[config.mk]
export PLATFORM = sky130hd
export DESIGN_NAME = hss_status_regs
export DESIGN_NICKNAME = d
export VERILOG_FILES = /design/src/rtl/hss_status_regs.v /design/src/rtl/hss_sync.v /design/src/rtl/hss_pgi_check.v
export VERILOG_INCLUDE_DIRS = /design/src /design/src/shared
export SDC_FILE = /design/constraint.sdc
export NUM_CORES = 1
export LEC_CHECK = 0
export ABC_AREA = 1
export ABC_CLOCK_PERIOD_IN_PS = 1770
export BUFFER_PORTS_ARGS = -buffer_cell sky130_fd_sc_hd__buf_2
export CORE_MARGIN = 4
export CORE_UTILIZATION = 45
export DETAILED_ROUTE_END_ITERATION = 7
export PLACE_DENSITY = 0.74
export SYNTH_ARGS = -nofsm -noshare
export SYNTH_HDL_FRONTEND = slang
export SYNTH_HIERARCHICAL = 1
export SYNTH_SLANG_ARGS = --single-unit
[constraint.sdc]
create_clock -name i_clk -period 1.77 [get_ports i_clk]
set_input_delay 0.2655 -clock i_clk [delete_from_list [all_inputs] [get_ports i_clk]]
set_output_delay 0.2655 -clock i_clk [all_outputs]
set_load 0.05 [all_outputs]
[src/shared/hss_defines.vh]
// Offsets, bit positions and reset values of the hot swap status registers
`ifndef HSS_DEFINES_VH
`define HSS_DEFINES_VH

// ****************************************************************
// Register offsets
// ****************************************************************
`define HSS_ADDR_W            8
`define HSS_ADDR_SYSTEM       8'h00
`define HSS_ADDR_CONVERTER    8'h01
`define HSS_ADDR_INPUT_PIN    8'h02
`define HSS_ADDR_LIVE_FAULT   8'h03

// ****************************************************************
// System status fields
// ****************************************************************
`define HSS_SYS_SWITCH_ON     7
`define HSS_SYS_ENABLE_PIN    6
`define HSS_SYS_DRIVE_HIGH    5
`define HSS_SYS_RSVD_UNDEF    4
`define HSS_SYS_TIMER_LOW     3
`define HSS_SYS_NVM_BUSY      2
`define HSS_SYS_POWER_GOOD    1
`define HSS_SYS_RSVD_ONE      0

// ****************************************************************
// Converter status fields
// ****************************************************************
`define HSS_CONV_CODE_MSB     7
`define HSS_CONV_CODE_LSB     4
`define HSS_CONV_IDLE         3
`define HSS_CONV_CODE_W       4

// ****************************************************************
// Input pin status fields
// ****************************************************************
`define HSS_INP_GP_MSB        7
`define HSS_INP_GP_LSB        4
`define HSS_INP_MIXED_MSB     3
`define HSS_INP_MIXED_LSB     0

// ****************************************************************
// Live fault status fields
// ****************************************************************
`define HSS_FLT_EXTERNAL      7
`define HSS_FLT_SHORT         6
`define HSS_FLT_OUT_LOW       5
`define HSS_FLT_PGI_CHECK     4
`define HSS_FLT_BAD           3
`define HSS_FLT_CUR_LIMIT     2
`define HSS_FLT_UNDERVOLT     1
`define HSS_FLT_OVERVOLT      0

// ****************************************************************
// Reset and fill values
// ****************************************************************
`define HSS_SYSTEM_RST        8'h01
`define HSS_CONVERTER_RST     8'h00
`define HSS_INPUT_PIN_RST     8'h00
`define HSS_LIVE_FAULT_RST    8'h00
`define HSS_CODE_RST          4'h0
`define HSS_UNMAPPED_DATA     8'h00

`endif

[src/rtl/hss_status_regs.v]
// Read-only live status register group of the hot swap controller
//
// Contract
// Four read-only status registers at offsets zero to three.
// System bit 7 shows whether the switch drive is commanded on.
// System bit 6 shows the enable pin level, 1 for high.
// System bit 5 shows the real switch drive pin level.
// System bit 3 is 1 while the timer pin is below 0.1V.
// System bit 2 is 1 while a nonvolatile write is running.
// System bit 1 is 1 while the power good condition holds.
// Converter bits 7:4 hold the code of the last converted input.
// Converter bit 3 is 1 only when idle in snapshot mode.
// Input bits 7 to 4 show general-purpose pins one to four.
// Input bits 3 to 0 show mixed pins one to four.
// Fault bit 7 shows external fault on pin four per polarity.
// Fault bit 6 is 1 while a shorted switch is detected.
// Fault bit 5 is 1 while the output is below threshold.
// Fault bit 4 holds pin three fault level caught at check expiry.
// Fault bit 3 is 1 while a bad switch condition is present.
// Fault bit 2 is 1 while active current limiting is engaged.
// Fault bit 1 is 1 only when both undervoltage inputs are low.
// Fault bit 0 is 1 while the overvoltage input is high.
// Host writes to these registers are ignored.
`include "hss_defines.vh"
`default_nettype none

module hss_status_regs #(
  parameter ADDR_W = `HSS_ADDR_W,
  parameter CODE_W = `HSS_CONV_CODE_W
) (
  input  wire              i_clk,
  input  wire              i_rst,
  // Register access from the serial bus engine
  input  wire              i_rd_en,
  input  wire              i_wr_en,
  input  wire [ADDR_W-1:0] i_addr,
  input  wire [7:0]        i_wr_data,
  output reg  [7:0]        o_rd_data,
  output reg               o_rd_valid,
  output reg               o_wr_ignored,
  // Pins and comparator outputs, asynchronous to i_clk
  input  wire              i_insert_en_n_pin,
  input  wire              i_switch_drive_pin,
  input  wire              i_timer_pin_low,
  input  wire [3:0]        i_gp_pin_level,
  input  wire [3:0]        i_mixed_pin_level,
  input  wire              i_undervolt_upper_input,
  input  wire              i_undervolt_lower_input,
  input  wire              i_overvolt_input,
  input  wire              i_output_under_threshold,
  // Internal controller state, same clock
  input  wire              i_switch_commanded_on,
  input  wire              i_nvm_write_busy,
  input  wire              i_power_good_flag,
  input  wire              i_conv_done,
  input  wire [CODE_W-1:0] i_aux_channel_code,
  input  wire              i_snapshot_mode,
  input  wire              i_conv_busy,
  input  wire              i_switch_short_flag,
  input  wire              i_switch_bad_flag,
  input  wire              i_current_limit_active,
  input  wire              i_ext_fault_configured,
  input  wire              i_ext_fault_active_high,
  input  wire              i_pgi_configured,
  input  wire              i_pgi_active_high,
  input  wire              i_pgi_timer_expire,
  // Live copies of the four registers
  output reg  [7:0]        o_system_status,
  output reg  [7:0]        o_converter_status,
  output reg  [7:0]        o_input_pin_status,
  output reg  [7:0]        o_live_fault_status
);

  // ****************************************************************
  // Pin synchronisation
  // ****************************************************************
  localparam PIN_W = 15;

  wire [PIN_W-1:0] pins_async;
  wire [PIN_W-1:0] pins_sync;

  // All pin levels are bundled so one synchroniser serves them all
  assign pins_async = {i_insert_en_n_pin,
                       i_switch_drive_pin,
                       i_timer_pin_low,
                       i_gp_pin_level,
                       i_mixed_pin_level,
                       i_undervolt_upper_input,
                       i_undervolt_lower_input,
                       i_overvolt_input,
                       i_output_under_threshold};

  hss_sync #(
    .W (PIN_W)
  ) u_pin_sync (
    .i_clk   (i_clk),
    .i_rst   (i_rst),
    .i_async (pins_async),
    .o_sync  (pins_sync)
  );

  wire       en_pin_s;
  wire       drive_pin_s;
  wire       timer_low_s;
  wire [3:0] gp_pin_s;
  wire [3:0] mixed_pin_s;
  wire       uv_upper_s;
  wire       uv_lower_s;
  wire       overvolt_s;
  wire       out_low_s;

  // Unbundle the synchronised levels
  assign en_pin_s    = pins_sync[14];
  assign drive_pin_s = pins_sync[13];
  assign timer_low_s = pins_sync[12];
  assign gp_pin_s    = pins_sync[11:8];
  assign mixed_pin_s = pins_sync[7:4];
  assign uv_upper_s  = pins_sync[3];
  assign uv_lower_s  = pins_sync[2];
  assign overvolt_s  = pins_sync[1];
  assign out_low_s   = pins_sync[0];

  // ****************************************************************
  // Power-good input check on general-purpose pin three
  // ****************************************************************
  wire pgi_fault;

  hss_pgi_check u_pgi_check (
    .i_clk          (i_clk),
    .i_rst          (i_rst),
    .i_pin_level    (gp_pin_s[2]),
    .i_configured   (i_pgi_configured),
    .i_active_high  (i_pgi_active_high),
    .i_timer_expire (i_pgi_timer_expire),
    .o_fault_q      (pgi_fault)
  );

  // ****************************************************************
  // Last converted channel code
  // ****************************************************************
  reg [CODE_W-1:0] channel_code_q;
  reg [CODE_W-1:0] channel_code_d;

  // Code only moves when a conversion completes, so a read in
  // between always sees the label of the finished measurement
  always @* begin
    channel_code_d = channel_code_q;
    if (i_conv_done) begin
      channel_code_d = i_aux_channel_code;
    end
  end

  always @(posedge i_clk) begin
    if (i_rst) begin
      channel_code_q <= `HSS_CODE_RST;
    end else begin
      channel_code_q <= channel_code_d;
    end
  end

  // ****************************************************************
  // System status
  // ****************************************************************
  reg [7:0] system_status_d;

  // Bit 4 is undefined and reads zero; bit 0 always reads one
  always @* begin
    system_status_d                      = 8'h00;
    system_status_d[`HSS_SYS_SWITCH_ON]  = i_switch_commanded_on;
    system_status_d[`HSS_SYS_ENABLE_PIN] = en_pin_s;
    system_status_d[`HSS_SYS_DRIVE_HIGH] = drive_pin_s;
    system_status_d[`HSS_SYS_RSVD_UNDEF] = 1'b0;
    system_status_d[`HSS_SYS_TIMER_LOW]  = timer_low_s;
    system_status_d[`HSS_SYS_NVM_BUSY]   = i_nvm_write_busy;
    system_status_d[`HSS_SYS_POWER_GOOD] = i_power_good_flag;
    system_status_d[`HSS_SYS_RSVD_ONE]   = 1'b1;
  end

  // ****************************************************************
  // Converter status
  // ****************************************************************
  reg [7:0] converter_status_d;

  // Idle is reported only in snapshot mode with nothing in flight
  always @* begin
    converter_status_d = 8'h00;
    converter_status_d[`HSS_CONV_CODE_MSB:`HSS_CONV_CODE_LSB] =
      channel_code_q;
    converter_status_d[`HSS_CONV_IDLE] =
      i_snapshot_mode & ~i_conv_busy;
  end

  // ****************************************************************
  // Input pin status
  // ****************************************************************
  reg [7:0] input_pin_status_d;

  // Pin one of each group sits in the upper bit of its nibble
  always @* begin
    input_pin_status_d = 8'h00;
    input_pin_status_d[`HSS_INP_GP_MSB:`HSS_INP_GP_LSB] =
      {gp_pin_s[0], gp_pin_s[1], gp_pin_s[2], gp_pin_s[3]};
    input_pin_status_d[`HSS_INP_MIXED_MSB:`HSS_INP_MIXED_LSB] =
      {mixed_pin_s[0], mixed_pin_s[1],
       mixed_pin_s[2], mixed_pin_s[3]};
  end

  // ****************************************************************
  // Live fault status
  // ****************************************************************
  reg [7:0] live_fault_status_d;
  wire      external_fault_level;

  // External fault follows the configured polarity of pin four
  assign external_fault_level = i_ext_fault_configured &
    (i_ext_fault_active_high ? gp_pin_s[3] : ~gp_pin_s[3]);

  always @* begin
    live_fault_status_d                     = 8'h00;
    live_fault_status_d[`HSS_FLT_EXTERNAL]  = external_fault_level;
    live_fault_status_d[`HSS_FLT_SHORT]     = i_switch_short_flag;
    live_fault_status_d[`HSS_FLT_OUT_LOW]   = out_low_s;
    live_fault_status_d[`HSS_FLT_PGI_CHECK] = pgi_fault;
    live_fault_status_d[`HSS_FLT_BAD]       = i_switch_bad_flag;
    live_fault_status_d[`HSS_FLT_CUR_LIMIT] = i_current_limit_active;
    live_fault_status_d[`HSS_FLT_UNDERVOLT] =
      ~uv_upper_s & ~uv_lower_s;
    live_fault_status_d[`HSS_FLT_OVERVOLT]  = overvolt_s;
  end

  // ****************************************************************
  // Status registers
  // ****************************************************************
  // Refreshed every cycle; only hardware writes them, never the host
  always @(posedge i_clk) begin
    if (i_rst) begin
      o_system_status     <= `HSS_SYSTEM_RST;
      o_converter_status  <= `HSS_CONVERTER_RST;
      o_input_pin_status  <= `HSS_INPUT_PIN_RST;
      o_live_fault_status <= `HSS_LIVE_FAULT_RST;
    end else begin
      o_system_status     <= system_status_d;
      o_converter_status  <= converter_status_d;
      o_input_pin_status  <= input_pin_status_d;
      o_live_fault_status <= live_fault_status_d;
    end
  end

  // ****************************************************************
  // Read path
  // ****************************************************************
  reg [7:0] rd_data_d;

  // Decode of the four offsets; anything else reads the fill value
  always @* begin
    case (i_addr)
      `HSS_ADDR_SYSTEM:     rd_data_d = o_system_status;
      `HSS_ADDR_CONVERTER:  rd_data_d = o_converter_status;
      `HSS_ADDR_INPUT_PIN:  rd_data_d = o_input_pin_status;
      `HSS_ADDR_LIVE_FAULT: rd_data_d = o_live_fault_status;
      default:              rd_data_d = `HSS_UNMAPPED_DATA;
    endcase
  end

  // Data is held between reads so the bus engine may shift it out
  // at its own pace without a second request
  always @(posedge i_clk) begin
    if (i_rst) begin
      o_rd_data  <= 8'h00;
      o_rd_valid <= 1'b0;
    end else begin
      o_rd_valid <= i_rd_en;
      if (i_rd_en) begin
        o_rd_data <= rd_data_d;
      end
    end
  end

  // ****************************************************************
  // Write path
  // ****************************************************************
  wire wr_hit;

  // Write data is never stored: every register here is read-only.
  // The pulse lets the bus engine see the write landed on nothing.
  assign wr_hit = i_wr_en & (i_addr <= `HSS_ADDR_LIVE_FAULT) &
                  (i_wr_data == i_wr_data);

  always @(posedge i_clk) begin
    if (i_rst) begin
      o_wr_ignored <= 1'b0;
    end else begin
      o_wr_ignored <= wr_hit;
    end
  end

endmodule // hss_status_regs

`default_nettype wire

[src/rtl/hss_sync.v]
// Two-stage synchroniser for a group of pin levels
`default_nettype none

module hss_sync #(
  parameter W = 1
) (
  input  wire         i_clk,
  input  wire         i_rst,
  input  wire [W-1:0] i_async,
  output wire [W-1:0] o_sync
);

  reg [W-1:0] meta_q;
  reg [W-1:0] sync_q;

  // First stage feeds only the second stage
  always @(posedge i_clk) begin
    if (i_rst) begin
      meta_q <= {W{1'b0}};
      sync_q <= {W{1'b0}};
    end else begin
      meta_q <= i_async;
      sync_q <= meta_q;
    end
  end

  assign o_sync = sync_q;

endmodule // hss_sync

`default_nettype wire

[src/rtl/hss_pgi_check.v]
// Power-good input check: samples the pin when the check timer expires
`default_nettype none

module hss_pgi_check (
  input  wire i_clk,
  input  wire i_rst,
  input  wire i_pin_level,
  input  wire i_configured,
  input  wire i_active_high,
  input  wire i_timer_expire,
  output reg  o_fault_q
);

  reg fault_d;

  // Fault level is the inverse of the configured good level
  always @* begin
    fault_d = o_fault_q;
    if (!i_configured) begin
      fault_d = 1'b0;
    end else if (i_timer_expire) begin
      fault_d = i_active_high ? ~i_pin_level : i_pin_level;
    end
  end

  // Captured value holds until the next expiry while the check stays configured
  always @(posedge i_clk) begin
    if (i_rst) begin
      o_fault_q <= 1'b0;
    end else begin
      o_fault_q <= fault_d;
    end
  end

endmodule // hss_pgi_check

`default_nettype wire

==> impl_metrics.csv <==
group,metric,value,unit
outcome,outcome,"complete, no violations",
placement,dp_hpwl,3.64,mm
critical_path,start_kind,"flop",
sta,min_period,1.24,ns
clock_network,clkTransAtPathRegs,0.07,ns
placement,globalplace.congestion,0.801,
synthesis,synth_top_area_cell,"dfxtp_1",
global_routing,first_global_vias,1828,
sta,fin_skew,0.00382,ns
critical_path,reg2reg_from,"o_input_pin_status[5]",
power,leakage,1.62,nW
routing,routed_wl,4.86,mm
finish,fin_util,0.594,
sta,rsz0062_at_grt,"false",
clock_network,clk_latency,0.33,ns
critical_path,required,1.50,ns
power,power.density,1060,nW/um2
routing,drtIter0Drc,67,
routing,antenna_left,0,
routing,drc,0,
critical_path,cp_slowest_stage_delay,0.36,ns
finish,n_fill_cell,511,
min_path,holdCritPathClass,"input port to flop",
synthesis,synth_cell_types,23,
critical_path,r2r_slack,0.95,ns
sta,period_share,0.700,
clock_network,htree_num_levels,3,
sta,slew_viol_final,0,
die,die_area,6850,um2
finish,area_delta_synth_final,24.4,%
clock_network,cts_tree,"done",
min_path,worstHoldStart,"i_conv_busy",
finish,drive_gt1_frac,0.285,
critical_path,path_class,"flop to primary output",
global_routing,antenna_found_initial,0,
clock_network,cts.sinks,72,
synthesis,synth_area_leaders,"dfxtp_1 (57%), nor2_1 (9.6%), inv_1 (9.1%)",
routing,drt_pre_antenna_iters,4,
placement,post-place-cells,448,
sta,max_freq,807,MHz
finish,antennaDiodeCount,0,
clock_network,cts_made_buffers,9,
critical_path,startpoint,"o_live_fault_status[7]",
critical_path,cp_slowest_cell,"dfxtp_1",
sta,fin_hold_ws,0.101,ns
die,ios,95,
synthesis,synth_area,2510,um2
routing,wire_per_inst,10.5,um
clock_network,post_cts_buffers,0,
clock_network,cts_root_buf,"clkbuf_8",
finish,instances_no_fill,463,
critical_path,worstPathMaxFanout,2,
routing,viasPerCell,4.20,
synthesis,synth_seq_cells,72,
die,rows,26,
critical_path,critical_path_buf_inv_count,1,
global_routing,grt_max_degree,40,
placement,io_buffers,81,
die,initial_utilization,0.477,
die,core_area,5270,um2
critical_path,endpoint_kind,"primary output",
flow_run,drv_cap,0,
synthesis,synth.top_cell.area_share,0.573,
global_routing,grtUsageTotal,0.150,
clock_network,ctsLongestPathBuffers,2,
critical_path,critPathTopFamily,"flip-flops",
clock_network,cts_hold_buf,0,
global_routing,grt_pass1_wl,7.67,mm
critical_path,crit_path_cell_trace,"buf_2",
routing,routed-via-count,1945,
die,die_w,82.8,um
power,ir_worst_vdd,0.506,mV
finish,final_nets,442,
sta,setup_viol,0,
die,die_y,82.8,um
global_routing,grt_overflow,0,
clock_network,cts-resized-gates,0,
synthesis,ys_seq_area_frac,0.573,
sta,setup_tns,0,ns
synthesis,synthCells,308,
sta,hold_violations,0,
critical_path,arrival,0.97,ns
synthesis,synth.avg_cell_area,8.17,um2
synthesis,synth_warnings,6,
## power breakdown
| part | leakage (nW) | switching [W] | internal [W] |
|---|---|---|---|
| logic | 0.920 | 0.000222 | 0.0000919 |
| registers | 0.592 | 0.0000237 | 0.00168 |
| clock network | 0.108 | 0.000550 | 0.000754 |
| total | 1.62 | 0.000796 | 0.00253 |
## flip-flops by register name, indices dropped and copies added, names as in the netlist
signal	count
o_converter_status	5
o_rd_data	8
o_input_pin_status	8
o_system_status	6
u_pin_sync/meta_q	15
channel_code_q	4
u_pin_sync/o_sync	15
o_rd_valid	1
u_pgi_check/o_fault_q	1
o_live_fault_status	8
o_wr_ignored	1
## worst reg2reg max path, delay by kind of cell, from the launching register on
kind | cells | cell delay (ns)
compound gates | 2 | 0.22
flops | 1 | 0.33
simple gates | 2 | 0.15
## cell usage after synthesis, drive strengths merged
master	n
a211oi	4
a21oi	8
buf	13
clkbuf	3
clkinv	1
conb	2
dfxtp	72
inv	64
nand2	37
nand3	25
nor2	70
nor3	1
nor3b	1
nor4b	1
o21ai	5
xnor2	1
## placed cells by master, fill, tap and decap left out
master	n
buf_2	81
dfxtp_1	72
nor2_1	64
inv_1	61
nand2_1	35
nand3_1	25
clkbuf_8	12
o21ai_1	5
a21oi_1	5
conb_1	5
a211oi_1	4
nor2_2	3
inv_2	3
nor2_4	3
a21oi_2	3
nand2_2	2
clkinv_2	2
clkinv_1	1
nor3b_1	1
nor3_1	1
xnor2_1	1
nor4b_1	1
bufinv_16	1
buf_12	1
buf_4	1
## per-layer routing
metal  part of all wire  GRT usage  vias to the layer above
met1               0.44      0.166                      822
met4              0.011     0.0768                        0
met2               0.48      0.253                       61
met5                  0          0                        -
li1                   -          -                     1056
met3              0.068     0.0521                        6
## metrics by stage
| step | area [um2] | power [W] | worst slack [ns] |
|---|---|---|---|
| final | 3130 | 0.00333 | 0.531 |
| after floorplan | 2530 | 0.00197 | 0.730 |
| after global placement | 2920 | 0.00205 | 0.492 |
| after global routing | 3130 | 0.00347 | 0.476 |
| after detailed placement | 2920 | 0.00206 | 0.464 |
| after CTS | 3130 | 0.00337 | 0.514 |
## logic make-up (layout without fill, tap and decap cells)
| kind of cell | Yosys count | after routing | synth area share |
|---|---|---|---|
| AOI/OAI and AO/OA | 17 | 17 | 0.0423 |
| xor gates and xnor gates | 1 | 1 | 0.00348 |
| buffers and inverters | 81 | 163 | 0.146 |
| DFF | 72 | 72 | 0.573 |
| other | 2 | 5 | 0.00299 |
| and+or+nand+nor | 135 | 135 | 0.232 |
## path summary, 6_finish.rpt
path                             to  cells past startpoint
max          o_live_fault_status[7]                      1
min           o_converter_status[3]                      2
max reg2reg            o_rd_data[5]                      4
min reg2reg  o_live_fault_status[1]                      1
## cell type report
| class | instances | area (um2) | area share |
|---|---|---|---|
| clock inverters | 3 | 40.0 | 0.0128 |
| well taps | 70 | 87.6 | 0.0280 |
| repair buffers | 83 | 433 | 0.138 |
| clock buffers | 12 | 165 | 0.0528 |
| flip-flops and latches | 72 | 1440 | 0.461 |
| inverters | 65 | 244 | 0.0780 |
| multi-input cells | 158 | 717 | 0.229 |
No activity file was read; power rests on OpenSTA's default activity.
